===== config.mk =====
export PLATFORM = sky130hd
export DESIGN_NAME = tbd_detector
export DESIGN_NICKNAME = d
export VERILOG_FILES = /design/src/tbd_pkg.sv /design/src/tbd_detector.sv /design/src/tbd_div.sv
export SDC_FILE = /design/constraint.sdc
export NUM_CORES = 1
export LEC_CHECK = 0
export BUFFER_PORTS_ARGS = -buffer_cell sky130_fd_sc_hd__buf_4
export CAP_MARGIN = 20
export CELL_PAD_IN_SITES_DETAIL_PLACEMENT = 2
export CELL_PAD_IN_SITES_GLOBAL_PLACEMENT = 2
export CORE_MARGIN = 1.5
export CORE_UTILIZATION = 35
export DETAILED_ROUTE_END_ITERATION = 16
export PLACE_DENSITY = 0.88
export SETUP_SLACK_MARGIN = 0.05
export SLEW_MARGIN = 20
export SYNTH_ARGS = -nofsm -noshare
export SYNTH_HDL_FRONTEND = slang
export SYNTH_SLANG_ARGS = --single-unit

===== constraint.sdc =====
create_clock -name clk -period 5.85 [get_ports clk]
set_clock_uncertainty 0.15 [all_clocks]
set_input_delay 0.585 -clock clk [delete_from_list [all_inputs] [get_ports clk]]
set_output_delay 0.585 -clock clk [all_outputs]
set_load 0.02 [all_outputs]

===== src/tbd_pkg.sv =====
// shared constants and types for the trace bucket detector
package tbd_pkg;
    localparam int SAMPLE_W = 16;
    localparam int POINTS_W = 16;
    localparam int COUNT_W  = 32;
    localparam int MAX_POINTS = 40001;
    localparam logic [POINTS_W-1:0] MIN_POINTS = 16'h0001;

    // wishbone register byte offsets
    localparam logic [7:0] ADDR_CTRL   = 8'h00;
    localparam logic [7:0] ADDR_POINTS = 8'h04;
    localparam logic [7:0] ADDR_SPAN   = 8'h08;
    localparam logic [7:0] ADDR_SWEEP  = 8'h0C;
    localparam logic [7:0] ADDR_BWIDTH = 8'h10;
    localparam logic [7:0] ADDR_BTIME  = 8'h14;
    localparam logic [7:0] ADDR_STATUS = 8'h18;
    localparam logic [7:0] ADDR_LAST   = 8'h1C;

    // control and status field positions
    localparam int CTRL_MODE_LSB = 0;
    localparam int CTRL_START    = 4;
    localparam int STAT_BUSY     = 0;
    localparam int STAT_DIV_BUSY = 1;

    // reset values
    localparam logic [POINTS_W-1:0] POINTS_RST = 16'h03E9;
    localparam logic [COUNT_W-1:0]  SWEEP_RST  = 32'h0000_2710;
    localparam logic [COUNT_W-1:0]  SPAN_RST   = 32'h05F5_E100;

    typedef enum logic [1:0] {
        TBD_MODE_SAMPLE = 2'h0,
        TBD_MODE_POSPK  = 2'h1,
        TBD_MODE_NEGPK  = 2'h2,
        TBD_MODE_NORMAL = 2'h3
    } tbd_mode_e;

    localparam tbd_mode_e MODE_RST = TBD_MODE_POSPK;

    typedef enum logic [1:0] {
        TBD_ST_IDLE  = 2'b00,
        TBD_ST_DIV   = 2'b01,
        TBD_ST_SWEEP = 2'b11
    } tbd_state_e;

    typedef struct packed {
        logic                valid;
        logic [POINTS_W-1:0] index;
        logic [SAMPLE_W-1:0] value;
    } tbd_point_s;
endpackage


===== src/tbd_detector.sv =====
// trace bucket detector: reduces envelope samples to one value per point
// Functional notes
// - bucket width is span over points minus one
// - bucket time is sweep over points minus one
// - trace points configurable from 1 to 40001
// - sample mode keeps the bucket midpoint sample
// - positive peak outputs bucket maximum
// - negative peak outputs bucket minimum
// - normal mode: rose and fell means noise
// - noise even bucket: output min, store max
// - noise odd bucket: max of own, stored max
// - one-direction bucket outputs its maximum
// - positive peak is the reset default mode
//
// Implementation choices: the Wishbone interface to the registers and the register offsets.
`timescale 1ns/1ps
`default_nettype none
module tbd_detector #(
    parameter int SAMPLE_W = tbd_pkg::SAMPLE_W,
    parameter int POINTS_W = tbd_pkg::POINTS_W
) (
    input  wire logic                clk,
    input  wire logic                rst,
    input  wire logic [31:0]         wb_adr_i,
    input  wire logic [31:0]         wb_dat_i,
    output logic      [31:0]         wb_dat_o,
    input  wire logic                wb_we_i,
    input  wire logic [3:0]          wb_sel_i,
    input  wire logic                wb_stb_i,
    input  wire logic                wb_cyc_i,
    output logic                     wb_ack_o,
    output logic                     wb_err_o,
    input  wire logic                smp_valid,
    input  wire logic [SAMPLE_W-1:0] smp_data,
    output logic                     pt_valid,
    output logic      [POINTS_W-1:0] pt_index,
    output logic      [SAMPLE_W-1:0] pt_value,
    output logic                     sweep_done
);
    localparam int CW = tbd_pkg::COUNT_W;

    // refused at elaboration: the register map is laid out for these widths
    if (SAMPLE_W != tbd_pkg::SAMPLE_W ||
        POINTS_W != tbd_pkg::POINTS_W) begin : g_width_chk
        $error("tbd_detector: widths must match package");
    end

    // unsigned compare helpers, used by several trackers
    function automatic logic [SAMPLE_W-1:0] max_of(
        input logic [SAMPLE_W-1:0] a, input logic [SAMPLE_W-1:0] b);
        max_of = (a > b) ? a : b;
    endfunction
    function automatic logic [SAMPLE_W-1:0] min_of(
        input logic [SAMPLE_W-1:0] a, input logic [SAMPLE_W-1:0] b);
        min_of = (a < b) ? a : b;
    endfunction
    function automatic logic [31:0] merge(
        input logic [31:0] old, input logic [31:0] nw, input logic [3:0] sel);
        for (int i = 0; i < 4; i++)
            merge[8*i +: 8] = sel[i] ? nw[8*i +: 8] : old[8*i +: 8];
    endfunction

    // configuration registers
    tbd_pkg::tbd_mode_e  mode_q;
    logic [POINTS_W-1:0] points_q;
    logic [CW-1:0]       span_q;
    logic [CW-1:0]       sweep_q;
    logic [CW-1:0]       bwidth_q;
    logic [CW-1:0]       btime_q;
    tbd_pkg::tbd_point_s last_q;
    tbd_pkg::tbd_state_e state_q;
    logic                div_sel_q;

    // bus decode
    logic        bus_req;
    logic        wr_en;
    logic [7:0]  adr;
    logic        mapped;
    logic        start_req;
    logic [31:0] wdat;
    logic [31:0] pts_wr;

    assign bus_req = wb_cyc_i && wb_stb_i && !wb_ack_o && !wb_err_o;
    assign adr     = wb_adr_i[7:0];
    assign mapped  = (wb_adr_i[31:8] == 24'h0) && (adr[1:0] == 2'b00)
                     && (adr <= tbd_pkg::ADDR_LAST);
    assign wr_en   = bus_req && wb_we_i && mapped;

    // single-cycle ack; unmapped addresses answer with err
    always_ff @(posedge clk) begin
        if (rst) begin
            wb_ack_o <= 1'b0;
            wb_err_o <= 1'b0;
        end else begin
            wb_ack_o <= bus_req && mapped;
            wb_err_o <= bus_req && !mapped;
        end
    end

    // read mux, registered so the data stands with ack
    always_ff @(posedge clk) begin
        if (rst) begin
            wb_dat_o <= 32'h0000_0000;
        end else if (bus_req) begin
            case (adr)
                tbd_pkg::ADDR_CTRL:   wb_dat_o <= {30'h0, mode_q};
                tbd_pkg::ADDR_POINTS: wb_dat_o <= {16'h0, points_q};
                tbd_pkg::ADDR_SPAN:   wb_dat_o <= span_q;
                tbd_pkg::ADDR_SWEEP:  wb_dat_o <= sweep_q;
                tbd_pkg::ADDR_BWIDTH: wb_dat_o <= bwidth_q;
                tbd_pkg::ADDR_BTIME:  wb_dat_o <= btime_q;
                tbd_pkg::ADDR_STATUS: wb_dat_o <= {30'h0,
                    state_q == tbd_pkg::TBD_ST_DIV,
                    state_q != tbd_pkg::TBD_ST_IDLE};
                tbd_pkg::ADDR_LAST:   wb_dat_o <= {last_q.index,
                                                   last_q.value};
                default:              wb_dat_o <= 32'h0000_0000;
            endcase
        end
    end

    assign wdat      = merge(32'h0, wb_dat_i, wb_sel_i);
    assign pts_wr    = merge({16'h0, points_q}, wb_dat_i, wb_sel_i);
    assign start_req = wr_en && (adr == tbd_pkg::ADDR_CTRL)
                       && wb_sel_i[0] && wdat[tbd_pkg::CTRL_START];

    // writable configuration; span and sweep changes take effect at the next sweep start, mode and points at once
    always_ff @(posedge clk) begin
        if (rst) begin
            mode_q   <= tbd_pkg::MODE_RST;
            points_q <= tbd_pkg::POINTS_RST;
            span_q   <= tbd_pkg::SPAN_RST;
            sweep_q  <= tbd_pkg::SWEEP_RST;
        end else if (wr_en) begin
            case (adr)
                tbd_pkg::ADDR_CTRL:
                    if (wb_sel_i[0])
                        mode_q <= tbd_pkg::tbd_mode_e'(
                            wdat[tbd_pkg::CTRL_MODE_LSB +: 2]);
                tbd_pkg::ADDR_POINTS: begin
                    // clamp to the legal range of points
                    if (pts_wr > 32'(tbd_pkg::MAX_POINTS))
                        points_q <= POINTS_W'(tbd_pkg::MAX_POINTS);
                    else if (pts_wr == 32'h0)
                        points_q <= tbd_pkg::MIN_POINTS;
                    else
                        points_q <= pts_wr[POINTS_W-1:0];
                end
                tbd_pkg::ADDR_SPAN:
                    span_q <= merge(span_q, wb_dat_i, wb_sel_i);
                tbd_pkg::ADDR_SWEEP:
                    sweep_q <= merge(sweep_q, wb_dat_i, wb_sel_i);
                default: ;
            endcase
        end
    end

    // one shared divider computes bucket width and bucket time at sweep start
    logic          div_start;
    logic          div_busy;
    logic          div_done;
    logic [CW-1:0] div_q;
    logic [CW-1:0] div_den;

    // single point has no interval; divide by one then
    assign div_den   = (points_q > tbd_pkg::MIN_POINTS)
                       ? CW'(points_q - 1'b1) : CW'(1);
    assign div_start = (state_q == tbd_pkg::TBD_ST_DIV) && !div_busy
                       && !div_done;

    tbd_div #(.W(CW)) u_div (
        .clk      (clk),
        .rst      (rst),
        .start    (div_start),
        .dividend (div_sel_q ? sweep_q : span_q),
        .divisor  (div_den),
        .busy     (div_busy),
        .done     (div_done),
        .quotient (div_q)
    );

    // sweep sequencing
    logic [CW-1:0]       tick_q;
    logic [POINTS_W-1:0] bidx_q;
    logic                bucket_end;
    logic                mid_hit;

    assign bucket_end = smp_valid && (tick_q + 1'b1 >= btime_q);
    assign mid_hit    = smp_valid && (tick_q == (btime_q >> 1));

    always_ff @(posedge clk) begin
        if (rst) begin
            state_q   <= tbd_pkg::TBD_ST_IDLE;
            div_sel_q <= 1'b0;
            bwidth_q  <= '0;
            btime_q   <= '0;
        end else begin
            case (state_q)
                tbd_pkg::TBD_ST_IDLE:
                    if (start_req) begin
                        state_q   <= tbd_pkg::TBD_ST_DIV;
                        div_sel_q <= 1'b0;
                    end
                tbd_pkg::TBD_ST_DIV:
                    if (div_done) begin
                        if (!div_sel_q) begin
                            bwidth_q  <= div_q;
                            div_sel_q <= 1'b1;
                        end else begin
                            // zero duration is raised to one sample per bucket
                            btime_q <= (div_q == '0) ? CW'(1) : div_q;
                            state_q <= tbd_pkg::TBD_ST_SWEEP;
                        end
                    end
                tbd_pkg::TBD_ST_SWEEP:
                    if (bucket_end && bidx_q >= points_q)
                        state_q <= tbd_pkg::TBD_ST_IDLE;
                default: state_q <= tbd_pkg::TBD_ST_IDLE;
            endcase
        end
    end

    // sample counter within the bucket and bucket index
    always_ff @(posedge clk) begin
        if (rst || state_q != tbd_pkg::TBD_ST_SWEEP) begin
            tick_q <= '0;
            bidx_q <= POINTS_W'(1);
        end else if (bucket_end) begin
            tick_q <= '0;
            bidx_q <= bidx_q + 1'b1;
        end else if (smp_valid) begin
            tick_q <= tick_q + 1'b1;
        end
    end

    // per-bucket trackers
    logic [SAMPLE_W-1:0] max_q;
    logic [SAMPLE_W-1:0] min_q;
    logic [SAMPLE_W-1:0] mid_q;
    logic [SAMPLE_W-1:0] prev_q;
    logic [SAMPLE_W-1:0] held_q;
    logic                first_q;
    logic                rose_q;
    logic                fell_q;
    logic [SAMPLE_W-1:0] max_n;
    logic [SAMPLE_W-1:0] min_n;
    logic [SAMPLE_W-1:0] mid_n;
    logic                rose_n;
    logic                fell_n;
    logic                sweeping;

    assign sweeping = state_q == tbd_pkg::TBD_ST_SWEEP;
    // include the current sample so the closing bucket sees it
    assign max_n  = first_q ? smp_data : max_of(max_q, smp_data);
    assign min_n  = first_q ? smp_data : min_of(min_q, smp_data);
    assign mid_n  = mid_hit ? smp_data : mid_q;
    assign rose_n = rose_q || (!first_q && smp_data > prev_q);
    assign fell_n = fell_q || (!first_q && smp_data < prev_q);

    always_ff @(posedge clk) begin
        if (rst || !sweeping) begin
            first_q <= 1'b1;
            rose_q  <= 1'b0;
            fell_q  <= 1'b0;
            max_q   <= '0;
            min_q   <= '0;
            mid_q   <= '0;
            prev_q  <= '0;
        end else if (smp_valid) begin
            prev_q  <= smp_data;
            first_q <= bucket_end;
            // flags restart at each boundary; the step across is not counted
            rose_q  <= bucket_end ? 1'b0 : rose_n;
            fell_q  <= bucket_end ? 1'b0 : fell_n;
            max_q   <= max_n;
            min_q   <= min_n;
            mid_q   <= mid_n;
        end
    end

    // remembered maximum carried between buckets in normal mode
    always_ff @(posedge clk) begin
        if (rst || !sweeping) begin
            held_q <= '0;
        end else if (bucket_end) begin
            if (rose_n && fell_n && !bidx_q[0])
                held_q <= max_n;
            else
                held_q <= '0;
        end
    end

    // choose the value that represents the closing bucket
    logic [SAMPLE_W-1:0] out_v;
    always_comb begin
        case (mode_q)
            tbd_pkg::TBD_MODE_SAMPLE: out_v = mid_n;
            tbd_pkg::TBD_MODE_POSPK:  out_v = max_n;
            tbd_pkg::TBD_MODE_NEGPK:  out_v = min_n;
            tbd_pkg::TBD_MODE_NORMAL: begin
                if (rose_n && fell_n) begin
                    if (!bidx_q[0])
                        out_v = min_n;
                    else
                        out_v = max_of(max_n, held_q);
                end else begin
                    out_v = max_n;
                end
            end
            default: out_v = max_n;
        endcase
    end

    // registered point output toward trace memory
    always_ff @(posedge clk) begin
        if (rst) begin
            pt_valid   <= 1'b0;
            pt_index   <= '0;
            pt_value   <= '0;
            sweep_done <= 1'b0;
            last_q     <= '0;
        end else begin
            pt_valid   <= sweeping && bucket_end;
            sweep_done <= sweeping && bucket_end && bidx_q >= points_q;
            if (sweeping && bucket_end) begin
                pt_index     <= bidx_q;
                pt_value     <= out_v;
                last_q.valid <= 1'b1;
                last_q.index <= bidx_q;
                last_q.value <= out_v;
            end
        end
    end
endmodule
`default_nettype wire


===== src/tbd_div.sv =====
// sequential unsigned divider, one quotient bit per clock
`timescale 1ns/1ps
`default_nettype none
module tbd_div #(
    parameter int W = 32
) (
    input  wire logic         clk,
    input  wire logic         rst,
    input  wire logic         start,
    input  wire logic [W-1:0] dividend,
    input  wire logic [W-1:0] divisor,
    output logic              busy,
    output logic              done,
    output logic [W-1:0]      quotient
);
    logic [W-1:0]         rem_q;
    logic [W-1:0]         quo_q;
    logic [W-1:0]         dvs_q;
    logic [$clog2(W):0]   cnt_q;
    logic [W:0]           trial;

    // refused at elaboration: the shift needs at least two bits
    if (W < 2) begin : g_width_chk
        $error("tbd_div: W too small");
    end

    assign trial    = {rem_q, quo_q[W-1]} - {1'b0, dvs_q};
    assign quotient = quo_q;

    // restoring division; divide by zero yields all ones
    always_ff @(posedge clk) begin
        done <= 1'b0;
        if (rst) begin
            busy  <= 1'b0;
            rem_q <= '0;
            quo_q <= '0;
            dvs_q <= '0;
            cnt_q <= '0;
        end else if (start && !busy) begin
            busy  <= 1'b1;
            rem_q <= '0;
            quo_q <= dividend;
            dvs_q <= divisor;
            cnt_q <= ($clog2(W)+1)'(W);
        end else if (busy) begin
            if (!trial[W]) begin
                rem_q <= trial[W-1:0];
                quo_q <= {quo_q[W-2:0], 1'b1};
            end else begin
                rem_q <= {rem_q[W-2:0], quo_q[W-1]};
                quo_q <= {quo_q[W-2:0], 1'b0};
            end
            cnt_q <= cnt_q - 1'b1;
            if (cnt_q == 1) begin
                busy <= 1'b0;
                done <= 1'b1;
            end
        end
    end
endmodule
`default_nettype wire


* Word-level counts from Yosys, hierarchy flattened
Index checks and enable logic that the tools add are counted.
** Operators by class
- Reduce and logical (&&, ||, !) cells :: 63
- Shift-type cells :: 0
- $add $sub $neg :: 5
- $mul :: 0
- Muxes and demuxes :: 41
- $lt $le $gt $ge :: 10
- Bitwise gates (word level) :: 2
- Div/mod/pow operators :: 0
- Equality and inequality tests :: 19
** Operators with widths (count)
- $pmux 32 s8 :: 1
- $mux 32 :: 6
- $mux 16 :: 11
- $logic_not 32->1 :: 2
- $pmux 16 s4 :: 1
- $gt 16x16->1 :: 3
- $reduce_and 3->1 :: 12
- $sub 33x32->33 :: 1
- $add 32x1->32 const B :: 1
- $eq 32x31->1 :: 1
- $eq 8x5->1 const B :: 4
- $ge 32x32->1 :: 1
- $gt 32x16->1 const B :: 1
- $lt 16x16->1 :: 2
- $mux 8 :: 4
- $logic_and 1x1->1 :: 24
- $logic_not 24->1 :: 1
- $sub 16x1->17 const B :: 1
- $add 16x1->16 const B :: 1
- $eq 8x4->1 const B :: 2
- $ge 16x16->1 :: 1
- $gt 16x1->1 const B :: 1
- $mux 6 :: 2
- $mux 1 :: 9
- other kinds (22) :: 47
** Word-level totals
- Bits in registers :: 452
- ROM bits :: 0
- Input bits :: 90
- Bits in latches :: 0
- Output and inout bits :: 68
- Word-level logic and storage cells :: 178
- Memories kept :: 0
- Memory bits (writable) :: 0

* Depth between registers and ports, before layout
- Depth in word-level cells :: 10
- Depth in mapped cells :: 23
- Gate-level depth less buffers :: 21

* Cells and area by module
Synthesis repeated with hierarchy kept, for this count alone.
** Second synthesis, totals
- Cells, all modules :: 3129
- Area total of the unflattened synthesis :: 25166.6 µm²
** By module, submodules not included
- tbd_detector :: cells each 2333, seq. area each 6966.7 µm², area each 18970.7 µm², times used 1
- tbd_div :: cells each 796, seq. area each 2082.0 µm², area each 6195.9 µm², times used 1

* Worst setup path after synthesis
Ideal clock, no wire load.
- Kind :: input-to-reg
- Start :: in smp_data[14]
- End :: reg last_q[10] (netlist name)
- Buffers on the path :: 3
- Stages on the path :: 22
- Library setup time :: 0.134 ns
- Data required time :: 5.566 ns
- Data arrival time :: 4.354 ns
- Path slack :: 1.212 ns
- Cell sequence :: inv_1 > ha_1 > nand4_1 > or2_2 > inv_1 > a21oi_1 > a21oi_2 > buf_2 > mux2i_1 > inv_1 > ha_1 > nor2b_1 > o21a_1 > o21ai_0 > a21oi_1 > a211oi_1 > a21oi_1 > or3_1 > buf_4 > buf_6 > o221ai_1 > o211ai_1
** On the way
- Word-level cells in the longest chain between the ends :: 8
- Elaborated cells between the ends (all ways) :: 18
- Classes of those cells :: order compare: 5; mux: 8; reduce/logical: 5
** Ends and longest elaborated chain
- start: declaration :: RTL line tbd_detector.sv:34 : input wire logic [SAMPLE_W-1:0] smp_data,
- $gt 16x16->1 :: RTL line tbd_detector.sv:51 : max_of = (a > b) ? a : b;
- $mux 16 :: RTL line tbd_detector.sv:51
- $mux 16 :: RTL line tbd_detector.sv:254 : assign max_n = first_q ? smp_data : max_of(max_q, smp_data);
- net max_n[1] :: RTL line tbd_detector.sv:245 : logic [SAMPLE_W-1:0] max_n;
- $gt 16x16->1 :: RTL line tbd_detector.sv:51
- $mux 16 :: RTL line tbd_detector.sv:51
- $mux 16 :: RTL line tbd_detector.sv:302 : if (!bidx_q[0])
- $mux 16 :: RTL line tbd_detector.sv:301 : if (rose_n && fell_n) begin
- $pmux 16 s4 :: RTL line tbd_detector.sv:296 : case (mode_q)
- end: declaration :: RTL line tbd_detector.sv:70 : tbd_pkg::tbd_point_s last_q;
The timed path passes the listed nets, and every way through them passes these cells.
A chain may end at the register's enable or synchronous reset.

* Worst setup path in the final report
- Start :: reg max_q[14]
- End :: reg last_q[12] (netlist name)
** On the way
- Word-level cells in the longest chain between the ends :: 8
** Ends and longest elaborated chain
- start: declaration :: RTL line tbd_detector.sv:237 : logic [SAMPLE_W-1:0] max_q;
- start signal: assignment :: RTL line tbd_detector.sv:275 : max_q <= max_n;
- $gt 16x16->1 :: RTL line tbd_detector.sv:51
- $mux 16 :: RTL line tbd_detector.sv:51
- $mux 16 :: RTL line tbd_detector.sv:254
- net max_n[9] :: RTL line tbd_detector.sv:245
- $gt 16x16->1 :: RTL line tbd_detector.sv:51
- $mux 16 :: RTL line tbd_detector.sv:51
- $mux 16 :: RTL line tbd_detector.sv:302
- $mux 16 :: RTL line tbd_detector.sv:301
- $pmux 16 s4 :: RTL line tbd_detector.sv:296
The timed path passes the listed nets, and every way through them passes these cells.

==> metrics.md <==
| Metric | Value |
|---|---|
| Stages on worst setup path | `19` |
| Setup crit start kind | `register` |
| P_leak | `10.7 nW` |
| Clock latency on the worst-skew pair | `between 0.6 and 0.7 ns` |
| Max-slew violation count | `0` |
| Netlist cell types | `78` |
| Share of the synthesized area in the top cell type | `0.363` |
| Vias per cell | `between 6 and 7` |
| Post-synth EDFFs | `0` |
| CP required | `6.25 ns` |
| Global-route wire length before repair | `163000 um` |
| Area Growth Syn to Fin | `15.4%` |
| Sequential share of power | `0.433` |
| Final setup fails | `0` |
| Design area | `0.0278 mm^2` |
| Most common cell on crit path | `a21oi_1` |
| Clock power frac | `0.512` |
| Clock Sinks | `between 400 and 500` |
| Hold WC Path Type | `in -> reg` |
| Mapped Avg Cell Area | `roughly 8 um^2` |
| Largest net degree at the start of global routing | `105` |
| Highest Clock Rate | `0.182 GHz` |
| Commonest non-fill, non-tap cell in the layout | `dfxtp_1` |
| Syn Inst Count | `between 2000 and 3000` |
| Top cells by area, synth | `dfxtp_1, ha_1, a21oi_1, nor2_1, nand2_1` |
| Status | `complete, no violations` |
| H-tree depth | `2` |
| Deepest clock path buffer count | `3` |
| RSZ-0062 raised after global routing | `no` |
| Worst-path cell chain | `ha_1 -> nand4_1 -> or2_2 -> inv_1 -> a21oi_1 -> a21oi_4 -> mux2i_1 -> inv_1 -> ha_1 -> a21oi_1 -> nor2b_1 -> o21ai_0 -> a21oi_1 -> o31ai_1 -> a21oi_1 -> a21oi_1 -> buf_4 -> o221ai_1 -> o211ai_1` |
| Worst path max stage delay | `around 0.67 ns` |
| Worst r2r path cells | `19` |
| Synthesis warning total | `0` |
| NumNets Final | `roughly 3300` |
| Largest area contributor in the netlist | `dfxtp_1` |
| Comb pwr share | `0.055` |
| Dominant synthesized flop cell | `dfxtp_1` |
| RR Startpoint | `max_q[14]` |
| Switching Share | `0.252` |
| Clock slew at reported path FFs | `around 0.06 ns` |
| CP arrival | `5.90 ns` |
| Total gr overflow | `0` |
| First-pass DRT Iterations | `6` |
| Final hold violations | `0` |
| Initial Util | `0.353` |
| Port bufs | `157` |
| Crit path capture type | `register` |
| Final ANT Viol Nets | `0` |
| Pwr dens | `249 mW/mm^2` |
| Final HPWL DP | `around 72000 um` |
| Sw Pwr | `roughly 1.7 mW` |
| Number of synthesized register bits | `between 400 and 500` |
| CP Capture Point | `last_q[12]` |
| Total core area | `slightly below 0.07 mm^2` |
| I/O pin cnt | `158` |
| Placement-stage cell area | `0.0260 mm^2` |
| Gr usage total | `0.297` |
| P_int | `5.18 mW` |
| Row cnt | `96` |
| Gpl congestion | `approximately 0.89` |
| Top delay family on crit path | `compound AO/OA/AOI/OAI gates` |
| Die Y | `265 um` |
| Synthesized Nets | `3233` |
| Post-synth ARST share | `0` |
| CP max stage cell | `a21oi_1` |
| Max_cap viols | `0` |
| Finished Layout Cells | `3973` |
| Sequential share of the synthesized area | `0.363` |
| Hold Buf Count CTS | `0` |
| Rel. slew slack | `0.270` |
| Detailed Route WL | `107000 um` |
| Root Driver | `clkbuf_16` |
| Syn Std Cell Area | `0.0241 mm^2` |
| Power, Total | `between 6 and 7 mW` |
| Period utilization | `0.940` |
| Residual DRC count | `0` |
| Avg WL per Cell | `27.0 um` |
| Die W | `265 um` |
| Buf+Inv Stages, Crit Path | `3` |
| IR drop worst, VDD | `roughly 0.21 mV` |
| TritonCTS clock tree | `built` |
| Shortest period the worst path allows | `5.50 ns` |
| Worst Tran Pin Value | `between 1 and 1.5 ns` |
| Initial drt markers | `2291` |
| Share of cells above drive strength 1 | `0.113` |
| Placed cell count | `3876` |
| Post-CTS Setup Repair Bufs | `0` |
| Vias in the first global route | `26600` |
| CP startpoint | `max_q[14]` |
| Critical path fanouts, max | `12` |
| Via Count | `24300` |
| CP Class | `reg -> reg` |
| Commonest cells after routing, fill and taps aside | `dfxtp_1, nor2_1, nand2_1` |
| Die area | `between 0.07 and 0.08 mm^2` |
| CTS buffer count | `52` |
| R2r setup slk | `0.35 ns` |
| Reg2reg end | `last_q[12]` |
| Initial antenna violation count | `6` |
[area by class of cell]
type | count | area [um^2]
sequential | 437 | 8750
inverter | 152 | 571
tap | 882 | 1100
clock buffer | 74 | 1500
antenna | 1 | 2.50
timing repair buffer | 198 | 1510
clock inverter | 21 | 323
multi-input combinational | 2208 | 14100
fill | 7548 | 40500
[power groups by stage]
stage | clock [mW] | combinational [mW] | sequential, mW
6_report | 3.55 | 0.381 | 3.00
5_1_grt | 3.69 | 0.406 | 3.00
4_1_cts | 3.59 | 0.377 | 3.00
3_5_place_dp | 0 | 0.367 | 3.06
3_3_place_gp | 0 | 0.345 | 3.06
2_1_floorplan | 0 | 0.184 | 3.08
[logic make-up after synthesis]
group                      synth area share
xor gates and xnor gates             0.0537
muxes                                0.0565
buffers and inverters                0.0564
AOI/OAI and AO/OA                     0.193
adders and majority gates            0.0782
and+or+nand+nor                       0.199
DFF                                   0.363
[what timing repair did]
| item | 4_1_cts | 5_1_grt |
|---|---|---|
| gates resized for setup | 0 | 5 |
| endpoints found under the setup margin | 0 | 76 |
| hold endpoints to repair | 0 | 0 |
[metrics by stage]
stage / TNS, ns / hold slack (ns) / worst slack (ns) / utilization
floorplan: 0 / 0.282 / 1.21 / -
global placement: 0 / 0.291 / 0.244 / 0.380
detailed placement: -0.977 / 0.302 / -0.150 / 0.380
CTS: 0 / 0.0277 / 0.150 / 0.407
global route: 0 / 0.0610 / 0.0441 / 0.407
finish: 0 / 0.0554 / 0.349 / 0.407
[registers in the layout, summed over array words and instances (netlist names), 17 cells and up]
| name | count |
|---|---|
| btime_q | 32 |
| u_div.quotient | 32 |
| sweep_q | 32 |
| bwidth_q | 32 |
| wb_dat_o | 32 |
| u_div.rem_q | 32 |
| tick_q | 32 |
| last_q | 32 |
| span_q | 32 |
| u_div.dvs_q | 17 |
[Yosys cell counts, drive strengths merged, types with 23 or more instances]
cell type  count
clkbuf       161
a22oi         28
o22ai         32
nor4          31
a211oi        57
ha           149
o211ai        23
and3          28
a222oi        37
mux2          32
xor2          72
nand4         37
inv          152
dfxtp        437
nand2        328
nor3          27
o21ai         95
xnor2         75
mux2i        100
nand3        118
a21o          33
buf           35
nor2b         31
a21oi        288
nor2         375
[worst min path at each step]
stage / start / end / slack (ns) / depth (start not counted)
floorplan: u_div.dvs_q[15] / u_div.dvs_q[15] / 0.28 / 2
global placement: bwidth_q[29] / bwidth_q[29] / 0.29 / 2
detailed placement: bwidth_q[27] / bwidth_q[27] / 0.30 / 2
CTS: wb_dat_i[3] / points_q[3] / 0.03 / 2
global route: wb_dat_i[8] / points_q[8] / 0.06 / 2
finish: wb_dat_i[3] / points_q[3] / 0.06 / 2
[routing by layer]
metal | track usage | wire length [um] | vias up
met5 | 0 | 70 | -
met4 | 0.140 | 5340 | 10
met3 | 0.0485 | 7160 | 314
met2 | 0.512 | 51800 | 1014
met1 | 0.359 | 42800 | 12300
li1 | - | - | 10700
No activity file was read; power rests on OpenSTA's default activity.
